`config.mk`:
```
export PLATFORM = sky130hd
export DESIGN_NAME = divider_plan_calculator_flat
export DESIGN_NICKNAME = d
export VERILOG_FILES = /design/src/inc/divider_plan_pkg.sv /design/src/inc/divider_plan_if.sv /design/src/hw/divider_plan_calculator.sv /design/src/flat_wrapper.sv
export SDC_FILE = /design/constraint.sdc
export NUM_CORES = 2
export LEC_CHECK = 0
export BUFFER_PORTS_ARGS = -buffer_cell sky130_fd_sc_hd__buf_4
export CAP_MARGIN = 20
export CELL_PAD_IN_SITES_DETAIL_PLACEMENT = 1
export CELL_PAD_IN_SITES_GLOBAL_PLACEMENT = 1
export CORE_UTILIZATION = 51
export DETAILED_ROUTE_END_ITERATION = 16
export PLACE_DENSITY_LB_ADDON = 0.1
export SKIP_CTS_REPAIR_TIMING = 1
export SYNTH_ARGS = -nofsm -noshare
export SYNTH_HDL_FRONTEND = slang
export SYNTH_SLANG_ARGS = --single-unit
```
`constraint.sdc`:
```
create_clock -name clk_i -period 23.4 [get_ports clk_i]
set_clock_uncertainty 0.2 [all_clocks]
set_input_delay 5.85 -clock clk_i [delete_from_list [all_inputs] [get_ports clk_i]]
set_output_delay 5.85 -clock clk_i [all_outputs]
set_load 0.05 [all_outputs]
```
`src/inc/divider_plan_pkg.sv`:
```
// Constants shared by the divider plan calculator and the oscillator divider register end.
// Assumes one 125 MHz clock for both ends and frequencies carried as whole hertz.

package divider_plan_pkg;

    // Datapath widths
    localparam int DIV_W   = 72;
    localparam int DEN_W   = 34;
    localparam int CALC_W  = 48;
    localparam int TOTAL_W = 17;
    localparam int FRAC_W  = 32;
    localparam int INT_W   = 11;
    localparam int FB_W    = 43;
    localparam int EXP_W   = 3;
    localparam int TRIM_W  = 8;
    localparam logic [6:0] DIV_STEPS = 7'h48;

    // Oscillator window and reference, in hertz
    localparam logic [CALC_W-1:0] FVCO_MIN_HZ = 48'd10800000000;
    localparam logic [CALC_W-1:0] FVCO_MAX_HZ = 48'd13122200000;
    localparam logic [DEN_W-1:0]  FOSC_HZ     = 34'd152600000;

    // Fine and power-of-two divider limits
    localparam logic [INT_W-1:0] FINE_MAX      = 11'h7fe;
    localparam logic [INT_W-1:0] FINE_MIN      = 11'h005;
    localparam logic [INT_W-1:0] FINE_ODD_MAX  = 11'h021;
    localparam logic [EXP_W-1:0] POW2_EXP_MAX  = 3'h5;
    localparam logic [5:0]       POW2_RATIO_CAP = 6'h20;

    // Predivider thresholds on the integer part of the feedback ratio
    localparam logic [INT_W-1:0]  PRE_LIMIT_18 = 11'h048;
    localparam logic [INT_W-1:0]  PRE_LIMIT_20 = 11'h04f;
    localparam logic [INT_W-1:0]  PRE_LIMIT_22 = 11'h056;
    localparam logic [TRIM_W-1:0] PRE_16 = 8'h10;
    localparam logic [TRIM_W-1:0] PRE_18 = 8'h12;
    localparam logic [TRIM_W-1:0] PRE_20 = 8'h14;
    localparam logic [TRIM_W-1:0] PRE_22 = 8'h16;

    // Gain trim numerator: scale times nominal ADC rate times post divide
    localparam longint GAIN_SCALE  = 128;
    localparam longint ADC_RATE_HZ = 80000000;
    localparam longint ADC_POSTDIV = 8;
    localparam logic [40:0] GAIN_NUM = 41'(GAIN_SCALE * ADC_RATE_HZ * ADC_POSTDIV);

    // Controller register offsets (byte addresses, word aligned)
    localparam logic [7:0] REG_REQ_FREQ = 8'h00;
    localparam logic [7:0] REG_CONTROL  = 8'h04;
    localparam logic [7:0] REG_STATUS   = 8'h08;
    localparam logic [7:0] REG_DIVIDERS = 8'h0c;
    localparam logic [7:0] REG_FB_LOW   = 8'h10;
    localparam logic [7:0] REG_FB_HIGH  = 8'h14;
    localparam logic [7:0] REG_TRIM     = 8'h18;

    // Field positions
    localparam int CTRL_START_BIT  = 0;
    localparam int STAT_BUSY_BIT   = 0;
    localparam int STAT_DONE_BIT   = 1;
    localparam int STAT_ERROR_BIT  = 2;
    localparam int DIVS_FINE_LSB   = 16;
    localparam int TRIM_PRE_LSB    = 8;

    typedef enum logic [3:0] {
        S_IDLE      = 4'h0,
        S_DIV_TOTAL = 4'h1,
        S_PICK      = 4'h2,
        S_CHECK     = 4'h3,
        S_DIV_FB    = 4'h4,
        S_PRE       = 4'h5,
        S_DIV_GAIN  = 4'h6,
        S_SEND      = 4'h7,
        S_ERROR     = 4'h8
    } plan_state_t;

endpackage

```
`src/inc/divider_plan_if.sv`:
```
// Link between the plan calculator and the oscillator divider register end.
// Both ends share one clock; load is a one-cycle strobe qualifying all fields.
`timescale 1ns/1ps
`default_nettype none

interface divider_plan_if;
    import divider_plan_pkg::*;

    logic                load;
    logic [EXP_W-1:0]    power_of_two_divider;
    logic [INT_W-1:0]    fine_output_divider;
    logic [FB_W-1:0]     feedback_ratio;
    logic [TRIM_W-1:0]   tuning_gain_trim;

    modport host (
        output load,
        output power_of_two_divider,
        output fine_output_divider,
        output feedback_ratio,
        output tuning_gain_trim
    );

    modport device (
        input load,
        input power_of_two_divider,
        input fine_output_divider,
        input feedback_ratio,
        input tuning_gain_trim
    );
endinterface

`default_nettype wire

```
`src/hw/divider_plan_calculator.sv`:
```
// Host end: AHB-Lite register slave plus a sequential divider planner.
// Assumes a single AHB-Lite master issuing single word transfers, hready = hreadyout.
`timescale 1ns/1ps
`default_nettype none

module divider_plan_calculator
    import divider_plan_pkg::*;
(
    input  wire logic         clk_i,
    input  wire logic         reset_i,
    input  wire logic         hsel_i,
    input  wire logic [31:0]  haddr_i,
    input  wire logic [1:0]   htrans_i,
    input  wire logic         hwrite_i,
    input  wire logic [2:0]   hsize_i,
    input  wire logic [31:0]  hwdata_i,
    input  wire logic         hready_i,
    output logic [31:0]       hrdata_o,
    output logic              hreadyout_o,
    output logic              hresp_o,
    divider_plan_if.host      link
);

    plan_state_t         state_ff;
    plan_state_t         nxt_state;
    logic                pend_ff;
    logic                pend_write_ff;
    logic [7:0]          pend_addr_ff;
    logic [31:0]         fout_ff;
    logic                done_ff;
    logic                error_ff;
    logic [TOTAL_W-1:0]  total_ff;
    logic [EXP_W-1:0]    exp_ff;
    logic [INT_W-1:0]    fine_ff;
    logic [DEN_W-1:0]    fvco_ff;
    logic [FB_W-1:0]     feedback_ff;
    logic [TRIM_W-1:0]   pre_ff;
    logic [TRIM_W-1:0]   trim_ff;
    logic                load_ff;
    logic [DIV_W-1:0]    num_ff;
    logic [DEN_W-1:0]    den_ff;
    logic [DEN_W-1:0]    rem_ff;
    logic [6:0]          cnt_ff;
    logic                start_req;
    logic                div_busy;
    logic                div_start;
    logic [DIV_W-1:0]    div_num;
    logic [DEN_W-1:0]    div_den;
    logic [CALC_W-1:0]   fvco_calc;
    logic                fvco_ok;
    logic [TRIM_W-1:0]   pre_calc;
    logic [INT_W-1:0]    fine_calc;
    logic [DEN_W:0]      rem_shift;
    logic                take;
    logic [31:0]         rd_mux;

    assign start_req = pend_ff && pend_write_ff && (pend_addr_ff == REG_CONTROL) &&
                       hwdata_i[CTRL_START_BIT];
    assign div_busy  = (cnt_ff != '0);

    // Bus slave: one wait state so that read data leaves a flip-flop
    always_ff @(posedge clk_i) begin
        if (reset_i) begin
            pend_ff       <= 1'b0;
            pend_write_ff <= 1'b0;
            pend_addr_ff  <= '0;
            hreadyout_o   <= 1'b1;
            hresp_o       <= 1'b0;
        end else if (hsel_i && htrans_i[1] && hready_i) begin
            pend_ff       <= 1'b1;
            pend_write_ff <= hwrite_i;
            pend_addr_ff  <= {haddr_i[7:2], 2'b00};
            hreadyout_o   <= 1'b0;
        end else if (pend_ff) begin
            pend_ff     <= 1'b0;
            hreadyout_o <= 1'b1;
        end
    end

    // Read mux; unmapped words read as zero
    always_comb begin
        rd_mux = '0;
        case (pend_addr_ff)
            REG_REQ_FREQ: rd_mux = fout_ff;
            REG_STATUS: begin
                rd_mux[STAT_BUSY_BIT]  = (state_ff != S_IDLE);
                rd_mux[STAT_DONE_BIT]  = done_ff;
                rd_mux[STAT_ERROR_BIT] = error_ff;
            end
            REG_DIVIDERS: begin
                rd_mux[EXP_W-1:0]                     = exp_ff;
                rd_mux[DIVS_FINE_LSB+INT_W-1:DIVS_FINE_LSB] = fine_ff;
            end
            REG_FB_LOW:  rd_mux = feedback_ff[FRAC_W-1:0];
            REG_FB_HIGH: rd_mux[INT_W-1:0] = feedback_ff[FB_W-1:FRAC_W];
            REG_TRIM: begin
                rd_mux[TRIM_W-1:0]                      = trim_ff;
                rd_mux[TRIM_PRE_LSB+TRIM_W-1:TRIM_PRE_LSB] = pre_ff;
            end
            default: rd_mux = '0;
        endcase
    end

    // Read data and requested frequency; frequency writes while busy are dropped
    always_ff @(posedge clk_i) begin
        if (reset_i) begin
            hrdata_o <= '0;
            fout_ff  <= '0;
        end else if (pend_ff) begin
            hrdata_o <= pend_write_ff ? 32'h0 : rd_mux;
            if (pend_write_ff && (pend_addr_ff == REG_REQ_FREQ) && (state_ff == S_IDLE)) begin
                fout_ff <= hwdata_i;
            end
        end
    end

    // Planner arithmetic seen by the state machine
    always_comb begin
        fvco_calc = (CALC_W'(fout_ff) * CALC_W'(fine_ff)) << exp_ff;
        fvco_ok   = (fvco_calc >= FVCO_MIN_HZ) && (fvco_calc <= FVCO_MAX_HZ);
        if (feedback_ff[FB_W-1:FRAC_W] < PRE_LIMIT_18) begin
            pre_calc = PRE_16;
        end else if (feedback_ff[FB_W-1:FRAC_W] < PRE_LIMIT_20) begin
            pre_calc = PRE_18;
        end else if (feedback_ff[FB_W-1:FRAC_W] < PRE_LIMIT_22) begin
            pre_calc = PRE_20;
        end else begin
            pre_calc = PRE_22;
        end
        fine_calc = total_ff[INT_W-1:0];
        if ((exp_ff == '0) && fine_calc[0] && (fine_calc > FINE_ODD_MAX)) begin
            fine_calc = fine_calc + 11'h001;
        end
        if (fine_calc < FINE_MIN) begin
            fine_calc = FINE_MIN;
        end
    end

    // Next state and divider launches
    always_comb begin
        nxt_state = state_ff;
        div_start = 1'b0;
        div_num   = '0;
        div_den   = '0;
        case (state_ff)
            S_IDLE: begin
                if (start_req) begin
                    if (fout_ff == '0) begin
                        nxt_state = S_ERROR;
                    end else begin
                        // Ceiling of minimum oscillator over output: lowest total divide
                        div_start = 1'b1;
                        div_num   = DIV_W'(FVCO_MIN_HZ) + DIV_W'(fout_ff) - DIV_W'(1);
                        div_den   = DEN_W'(fout_ff);
                        nxt_state = S_DIV_TOTAL;
                    end
                end
            end
            S_DIV_TOTAL: begin
                if (!div_busy) begin
                    nxt_state = (num_ff[DIV_W-1:TOTAL_W-1] != '0) ? S_ERROR : S_PICK;
                end
            end
            S_PICK: begin
                if (total_ff > TOTAL_W'(FINE_MAX)) begin
                    nxt_state = (exp_ff == POW2_EXP_MAX) ? S_ERROR : S_PICK;
                end else begin
                    nxt_state = S_CHECK;
                end
            end
            S_CHECK: begin
                if (fvco_ok) begin
                    // Truncating quotient gives the fraction field unrounded
                    div_start = 1'b1;
                    div_num   = DIV_W'(fvco_calc) << FRAC_W;
                    div_den   = FOSC_HZ;
                    nxt_state = S_DIV_FB;
                end else begin
                    nxt_state = S_ERROR;
                end
            end
            S_DIV_FB: begin
                if (!div_busy) begin
                    nxt_state = S_PRE;
                end
            end
            S_PRE: begin
                // Adding half the divisor turns the truncating divide into rounding
                div_start = 1'b1;
                div_num   = DIV_W'(GAIN_NUM) * DIV_W'(pre_calc) + DIV_W'(fvco_ff >> 1);
                div_den   = fvco_ff;
                nxt_state = S_DIV_GAIN;
            end
            S_DIV_GAIN: begin
                if (!div_busy) begin
                    nxt_state = S_SEND;
                end
            end
            S_SEND:  nxt_state = S_IDLE;
            S_ERROR: nxt_state = S_IDLE;
            default: nxt_state = S_IDLE;
        endcase
    end

    always_ff @(posedge clk_i) begin
        if (reset_i) begin
            state_ff <= S_IDLE;
        end else begin
            state_ff <= nxt_state;
        end
    end

    // Shared restoring divider: quotient bits shift into num_ff, one per cycle
    assign rem_shift = {rem_ff, num_ff[DIV_W-1]};
    assign take      = (rem_shift >= {1'b0, den_ff});

    always_ff @(posedge clk_i) begin
        if (reset_i) begin
            num_ff <= '0;
            den_ff <= '0;
            rem_ff <= '0;
            cnt_ff <= '0;
        end else if (div_start) begin
            num_ff <= div_num;
            den_ff <= div_den;
            rem_ff <= '0;
            cnt_ff <= DIV_STEPS;
        end else if (div_busy) begin
            rem_ff <= take ? DEN_W'(rem_shift - {1'b0, den_ff}) : DEN_W'(rem_shift);
            num_ff <= {num_ff[DIV_W-2:0], take};
            cnt_ff <= cnt_ff - 7'h01;
        end
    end

    // Plan results, filled in stage by stage
    always_ff @(posedge clk_i) begin
        if (reset_i) begin
            total_ff    <= '0;
            exp_ff      <= '0;
            fine_ff     <= '0;
            fvco_ff     <= '0;
            feedback_ff <= '0;
            pre_ff      <= '0;
            trim_ff     <= '0;
        end else begin
            case (state_ff)
                S_DIV_TOTAL: begin
                    if (!div_busy) begin
                        total_ff <= num_ff[TOTAL_W-1:0];
                        exp_ff   <= '0;
                    end
                end
                S_PICK: begin
                    if (total_ff > TOTAL_W'(FINE_MAX)) begin
                        if (exp_ff != POW2_EXP_MAX) begin
                            // Halve with ceiling so the product never drops below minimum
                            total_ff <= TOTAL_W'((total_ff + TOTAL_W'(1)) >> 1);
                            exp_ff   <= exp_ff + 3'h1;
                        end
                    end else begin
                        fine_ff <= fine_calc;
                    end
                end
                S_CHECK:  fvco_ff <= fvco_calc[DEN_W-1:0];
                S_DIV_FB: begin
                    if (!div_busy) begin
                        feedback_ff <= num_ff[FB_W-1:0];
                    end
                end
                S_PRE: pre_ff <= pre_calc;
                S_DIV_GAIN: begin
                    if (!div_busy) begin
                        trim_ff <= (num_ff[DIV_W-1:TRIM_W] != '0) ? 8'hff : num_ff[TRIM_W-1:0];
                    end
                end
                default: total_ff <= total_ff;
            endcase
        end
    end

    // Completion flags; cleared only by a start, which is taken only when idle
    always_ff @(posedge clk_i) begin
        if (reset_i) begin
            done_ff  <= 1'b0;
            error_ff <= 1'b0;
            load_ff  <= 1'b0;
        end else begin
            load_ff <= (state_ff == S_SEND);
            if (start_req && (state_ff == S_IDLE)) begin
                done_ff  <= 1'b0;
                error_ff <= 1'b0;
            end else if (state_ff == S_SEND) begin
                done_ff <= 1'b1;
            end else if (state_ff == S_ERROR) begin
                error_ff <= 1'b1;
            end
        end
    end

    // Link fields stand from flip-flops; only load marks them fresh
    assign link.load                 = load_ff;
    assign link.power_of_two_divider = exp_ff;
    assign link.fine_output_divider  = fine_ff;
    assign link.feedback_ratio       = feedback_ff;
    assign link.tuning_gain_trim     = trim_ff;

endmodule

`default_nettype wire

```
`src/flat_wrapper.sv`:
```
// flat-port wrapper written by rule: the top's interface ports become plain ports
module divider_plan_calculator_flat import divider_plan_pkg::*;
  (clk_i, reset_i, hsel_i, haddr_i, htrans_i, hwrite_i, hsize_i, hwdata_i, hready_i, hrdata_o, hreadyout_o, hresp_o, link_load, link_power_of_two_divider, link_fine_output_divider, link_feedback_ratio, link_tuning_gain_trim);
  divider_plan_if link_i ();
  input  wire logic clk_i;
  input  wire logic reset_i;
  input  wire logic hsel_i;
  input  wire logic [31:0] haddr_i;
  input  wire logic [1:0] htrans_i;
  input  wire logic hwrite_i;
  input  wire logic [2:0] hsize_i;
  input  wire logic [31:0] hwdata_i;
  input  wire logic hready_i;
  output logic [31:0] hrdata_o;
  output logic hreadyout_o;
  output logic hresp_o;
  output wire logic [$bits(link_i.load)-1:0] link_load;
  output wire logic [$bits(link_i.power_of_two_divider)-1:0] link_power_of_two_divider;
  output wire logic [$bits(link_i.fine_output_divider)-1:0] link_fine_output_divider;
  output wire logic [$bits(link_i.feedback_ratio)-1:0] link_feedback_ratio;
  output wire logic [$bits(link_i.tuning_gain_trim)-1:0] link_tuning_gain_trim;
  assign link_load = link_i.load;
  assign link_power_of_two_divider = link_i.power_of_two_divider;
  assign link_fine_output_divider = link_i.fine_output_divider;
  assign link_feedback_ratio = link_i.feedback_ratio;
  assign link_tuning_gain_trim = link_i.tuning_gain_trim;
  divider_plan_calculator u_core (.clk_i(clk_i), .reset_i(reset_i), .hsel_i(hsel_i), .haddr_i(haddr_i), .htrans_i(htrans_i), .hwrite_i(hwrite_i), .hsize_i(hsize_i), .hwdata_i(hwdata_i), .hready_i(hready_i), .hrdata_o(hrdata_o), .hreadyout_o(hreadyout_o), .hresp_o(hresp_o), .link(link_i));
endmodule
```
# [Yosys cells after proc, flatten, opt, wreduce, memory -nomap -nowiden]
# Cells that the tools add are included.
[classes] add_sub_neg=8 multipliers=2 magnitude_cmp=9 eq_ne=22 n_shift=1 muxes=50 bitwise_logic=3 reduce_logical=31
[op_table] op="two-way mux 72 bit" n=5
[op_table] op="case mux 72 bit (3 select lines)" n=1
[op_table] op="case mux 34 bit (3 select lines)" n=1
[op_table] op="subtractor 72 x 1 -> 72 bit, second input constant" n=1
[op_table] op="two-way mux 34 bit" n=2
[op_table] op="two-way mux 32 bit" n=2
[op_table] op="nonzero test 64 bit" n=1
[op_table] op="nonzero test 56 bit" n=1
[op_table] op="two-way mux 17 bit" n=3
[op_table] op="greater-or-equal comparator 48 x 34 -> 1 bit, second input constant" n=1
[op_table] op="<= comparator 48 x 34 -> 1 bit, second input constant" n=1
[op_table] op="left shift 43 x 3 -> 48 bit" n=1
[op_table] op="adder 45 x 33 -> 46 bit" n=1
[op_table] op="multiplier 32 x 11 -> 43 bit" n=1
[op_table] op="two-way mux 4 bit" n=9
[op_table] op="adder 34 x 32 -> 35 bit, first input constant" n=1
[op_table] op="greater-or-equal comparator 35 x 34 -> 1 bit" n=1
[op_table] op="case mux 17 bit (2 select lines)" n=1
[op_table] op="subtractor 34 bit" n=1
[op_table] op="less-than comparator 11 x 7 -> 1 bit, second input constant" n=3
[op_table] op="case mux 11 bit (3 select lines)" n=1
[op_table] op="logical NOT 32 bit" n=1
[op_table] op="case mux 8 bit (4 select lines)" n=1
[op_table] op="two-way mux 28 bit" n=1
[op_table] op="42 further kinds" n=84
[word_totals] register_bits=351 out_inout_bits=100

# [Depth between registers and ports, before layout]
[logic_depth] depth_word=8 depth_mapped=33 depth_no_buf=26

# [Worst setup path before layout]
# No wires, ideal clock.
[synth_path] path_type="register to register" start="reg u_core.fine_ff[4], in the netlist u_core.link.fine_output_divider[4]" end="reg u_core.den_ff[28]" setup_time_ns=0.134 arrival_time_ns=7.736 required_ns=23.066 slack_ns=15.331 stages_incl_launch_ff=29 path_buffers=5 synth_period_minus_slack_ns=8.069 path_cell_list="dfxtp_1 -> clkbuf_1 -> clkbuf_1 -> nand2_1 -> fa_1 -> fa_1 -> fa_1 -> inv_1 -> fa_1 -> inv_1 -> fa_1 -> inv_1 -> ha_1 -> and4_1 -> a211oi_2 -> o221ai_2 -> or3_1 -> and2_1 -> o22a_1 -> a211o_1 -> and2_1 -> o41ai_2 -> a2111oi_4 -> or3_1 -> buf_2 -> nand3b_2 -> buf_4 -> buf_2 -> o22ai_1"
[synth_via] elab_chain_cells=6
[synth_lines] element="start, declared" line_no="divider_plan_calculator.sv:34" text="logic [INT_W-1:0] fine_ff;"
[synth_lines] element="start signal, assigned" line_no="divider_plan_calculator.sv:261" text="fine_ff <= fine_calc;"
[synth_lines] element="multiplier 32 x 11 -> 43 bit (*)" line_no="divider_plan_calculator.sv:119" text="fvco_calc = (CALC_W'(fout_ff) * CALC_W'(fine_ff)) << exp_ff;"
[synth_lines] element="left shift 43 x 3 -> 48 bit (*)" line_no="divider_plan_calculator.sv:119"
[synth_lines] element="greater-or-equal comparator 48 x 34 -> 1 bit / <= comparator 48 x 34 -> 1 bit (equally long branches)" line_no="divider_plan_calculator.sv:120" text="fvco_ok = (fvco_calc >= FVCO_MIN_HZ) && (fvco_calc <= FVCO_MAX_HZ);"
[synth_lines] element="logical AND 1 bit (*)" line_no="divider_plan_calculator.sv:120"
[synth_lines] element="two-way mux 1 bit (*)" line_no="divider_plan_calculator.sv:172" text="if (fvco_ok) begin"
[synth_lines] element="case mux 1 bit (3 select lines) (*)" line_no="divider_plan_calculator.sv:145" text="case (state_ff)"
[synth_lines] element="end signal, assigned" line_no="divider_plan_calculator.sv:225" text="den_ff <= div_den;"
[synth_lines] element="end, declared" line_no="divider_plan_calculator.sv:41" text="logic [DEN_W-1:0] den_ff;"
# Every way passes the cells marked *; elsewhere a longest branch is shown, timed or not.
# A chain may end at the register's enable or synchronous reset.

# [Final worst setup path]
[layout_path] start="reg u_core.fout_ff[6]" end="reg u_core.num_ff[21]"
[layout_via] elab_chain_cells=7
[layout_lines] element="start, declared" line_no="divider_plan_calculator.sv:29" text="logic [31:0] fout_ff;"
[layout_lines] element="start signal, assigned" line_no="divider_plan_calculator.sv:112" text="fout_ff <= hwdata_i;"
[layout_lines] element="multiplier 32 x 11 -> 43 bit" line_no="divider_plan_calculator.sv:119"
[layout_lines] element="left shift 43 x 3 -> 48 bit" line_no="divider_plan_calculator.sv:119"
[layout_lines] element="greater-or-equal comparator 48 x 34 -> 1 bit / <= comparator 48 x 34 -> 1 bit (equally long branches)" line_no="divider_plan_calculator.sv:120"
[layout_lines] element="logical AND 1 bit" line_no="divider_plan_calculator.sv:120"
[layout_lines] element="two-way mux 1 bit" line_no="divider_plan_calculator.sv:172"
[layout_lines] element="case mux 1 bit (3 select lines)" line_no="divider_plan_calculator.sv:145"
[layout_lines] element="two-way mux 72 bit / nonzero test 2 bit (equally long branches)"
[layout_lines] element="end signal, assigned" line_no="divider_plan_calculator.sv:224" text="num_ff <= div_num;"
[layout_lines] element="end signal, assigned" line_no="divider_plan_calculator.sv:230" text="num_ff <= {num_ff[DIV_W-2:0], take};"
[layout_lines] element="end, declared" line_no="divider_plan_calculator.sv:40" text="logic [DIV_W-1:0] num_ff;"
# Several ways; a longest one is shown, not always the timed one.

==> metrics.txt <==
status=complete, no violations; fin crit period=10.48 ns; Post-Syn Area=0.0327 mm²; Final period util=0.448; Ant. Diodes=0; Logic pwr share=0.307; total power=1.90 mW; relative slew slack=0.207; Hold Path Stages=2; multi-input logic area=0.0233 mm²; width of the die=255 µm; Max Slew Vio Count=0; Starting Density=0.518; hpwl dp=88.2 mm; Synth Flop Type=dfxtp_1; register-to-register setup slack=12.92 ns; Buffers on Ports=142; layout cells sized above 1=0.0817; Clock power frac=0.353; vias per inst=6.23; final hold violations=0; crit path launch type=flop; Routed wire per std cell=23.8 µm; leading cell type in the layout, fill and taps excluded=nand2_1; Crit path required time=23.68 ns; synthesized instance count=4235; DR vias=31400; CP Class=flop to flop; CORE AREA=0.0632 mm²; clk root buf=clkbuf_16; critical path arrival=10.75 ns; vias in the first global route=33000; Seq pwr share=0.340; largest net degree at the start of global routing=209; f_max=95.5 MHz; Reg2Reg Launch Point=u_core.fout_ff[6]$_SDFFE_PP0P_; Cell Int Power=1.24 mW; Worst Hold Launch=u_core.den_ff[3]$_SDFFE_PP0P_; Clk Latency, worst-skew pair=0.57 ns; VDD IR max=0.0000457 V; CTS tree=yes; crit path from=u_core.fout_ff[6]$_SDFFE_PP0P_; Antenna Violating Nets Remaining=0; Seq/Total Area, Yosys=0.212; DR DRC count=0; Starting DRT DRC Count=2235; Num Clock Sinks=346; fin worst setup slack=12.92 ns; Overflow after GRT=0; async set or reset register ratio after synthesis=0; GP Congestion=0.902; hold crit path type=flop to flop; Place WS=13.09 ns; Pwr Density=53.4 mW/mm²; Mapped Nets=4725; RSZ-0062 raised after global routing=false; Synth Area per Inst=7.73 µm²; FF/Latch Area=0.00693 mm²; Synth Warn #=0; Final nets=4656; reg2reg end=u_core.num_ff[21]$_SDFFE_PP0P_; synthesized flop and latch total=346; total track usage=0.366; WL final=120 mm; Net Sw Frac=0.347; Final Setup Violations=0; most frequent cells in the layout=nand2_1 (705), dfxtp_1 (340), nor2_1 (338), inv_1 (333), a21oi_1 (314); first-pass GRT wire length=189 mm; TNS Setup=0 ns; clk slew on worst S/H paths=0.06 ns; Max Cap Violations=0; row count=92; nature of the critical path endpoint=flop; R2R cell count=25; Fill cells=7812; CTS buffer count=38; Die ar.=0.0652 mm²; Critical Path Fanout Max=48; P_leak=14.6 nW; Hold EP=u_core.den_ff[3]$_SDFFE_PP0P_; Switch Pwr=0.658 mW; post-synth cell types=100; Ports=174; initial antenna violation count=3; Syn-to-layout area delta=8.74%; H-tree Lvls=2; EDFF count, synth=0; worst-margin pin slew=1.19 ns; Die Y=255 µm; drt pass-1 iters=5; Max Buffers Root-to-Sink=3
-- worst max-delay path by stage --
stage	slack, ns	cells after the start	to
2_1_floorplan	15.33	28	u_core.den_ff[28]$_SDFFE_PP0P_
3_3_place_gp	13.15	24	u_core.cnt_ff[1]$_SDFFE_PP0N_
3_5_place_dp	13.09	24	u_core.cnt_ff[1]$_SDFFE_PP0N_
4_1_cts	12.98	24	u_core.cnt_ff[1]$_SDFFE_PP0N_
5_1_grt	12.38	24	u_core.den_ff[22]$_SDFFE_PP0P_
6_report	12.92	25	u_core.num_ff[21]$_SDFFE_PP0P_
-- power by group through the flow --
stage | registers (mW) | clock network [mW] | logic [mW]
floorplan | 0.649 | 0 | 0.458
global placement | 0.657 | 0 | 0.563
detailed placement | 0.658 | 0 | 0.576
CTS | 0.645 | 0.675 | 0.583
global route | 0.649 | 0.697 | 0.656
finish | 0.646 | 0.670 | 0.583
-- worst max-delay path: stages (launching register included) --
cell	delay (ns)
dfxtp_1	1.00
nand2_1	0.22
fa_1	0.57
fa_1	0.52
inv_1	0.05
fa_1	0.49
fa_1	0.58
inv_1	0.07
fa_1	0.54
inv_1	0.05
ha_1	0.50
and4_1	0.31
a2111oi_2	0.08
or3_1	0.55
a21oi_1	0.45
nor4_1	0.09
nor4_1	0.59
mux2i_1	0.29
a32o_1	0.33
nand4_1	0.21
nor2_1	0.11
a2111oi_4	0.49
or3_2	0.63
buf_4	0.61
nand2_1	0.50
o22ai_1	0.27
-- stage by stage --
step	cell area, µm²	util	std cells	hold slack (ns)
final	35600	0.563	5042	0.266
after global routing	35600	0.563	5042	0.293
after CTS	35500	0.563	5040	0.268
after detailed placement	34200	0.541	4970	0.258
after global placement	34200	0.541	4969	0.253
after floorplan	32700	-	4235	0.238
-- kinds of logic after synthesis --
family | share of synthesized area
compound gates | 0.200
xor+xnor | 0.0342
fa+ha+maj | 0.221
buf+inv | 0.0767
flops | 0.212
mux | 0.0327
other cells | 0.000115
simple gates | 0.223
-- synthesized netlist by cell type, types with 9 or more instances --
cell type	number	area, µm²
clkbuf_1	274	1030
nor3_1	110	551
nand4_1	30	188
a21boi_0	9	67.6
ha_1	145	1810
xnor2_1	69	604
nand2b_1	18	113
o31ai_1	10	75.1
nor2b_1	15	93.8
and3_1	22	138
and2_1	166	1040
a221oi_1	11	96.3
nor4_1	38	238
or2_0	9	56.3
buf_2	24	120
a31oi_1	39	244
or3_1	21	131
a211oi_1	92	691
a21oi_1	314	1570
o21a_1	24	180
nand3b_1	10	75.1
nand2_1	705	2650
mux2i_1	89	891
o21ai_0	110	551
o211ai_1	26	195
o21bai_1	14	105
a211o_1	9	78.8
inv_1	333	1250
a22oi_1	90	676
nand3_1	69	345
dfxtp_1	346	6930
a221o_1	11	110
fa_1	271	5430
xor2_1	57	499
buf_1	17	63.8
a21o_1	67	503
o22ai_1	47	294
nor2_1	341	1280
o21ai_1	9	45.0
-- flip-flops by register name (all words and copies together), names as in the netlist, 3 cells and up --
register	cells
u_core.num_ff	72
u_core.link.feedback_ratio	43
u_core.den_ff	34
u_core.fvco_ff	34
u_core.rem_ff	34
u_core.fout_ff	32
u_core.hrdata_o	32
u_core.total_ff	17
u_core.link.fine_output_divider	11
u_core.link.tuning_gain_trim	8
u_core.cnt_ff	7
u_core.pend_addr_ff	6
u_core.state_ff	4
u_core.link.power_of_two_divider	3
u_core.pre_ff	3
-- area by class of cell --
cell class	instances	area share
multi-input combinational	3235	0.656
tap	846	0.0297
timing repair buffer	212	0.0459
clock buffer	52	0.0307
clock inverter	18	0.00774
sequential	346	0.195
inverter	333	0.0351
-- metal layers --
| metal | up-vias | part of all wire | global-route usage | wire, µm |
|---|---|---|---|---|
| li1 | 14200 | - | - | - |
| met1 | 15800 | 0.40 | 0.439 | 47800 |
| met2 | 1006 | 0.49 | 0.634 | 58400 |
| met3 | 372 | 0.051 | 0.0434 | 6120 |
| met4 | 0 | 0.064 | 0.209 | 7660 |
| met5 | - | 0 | 0 | 0 |
Note: power is estimated with default switching activity, not from simulation.
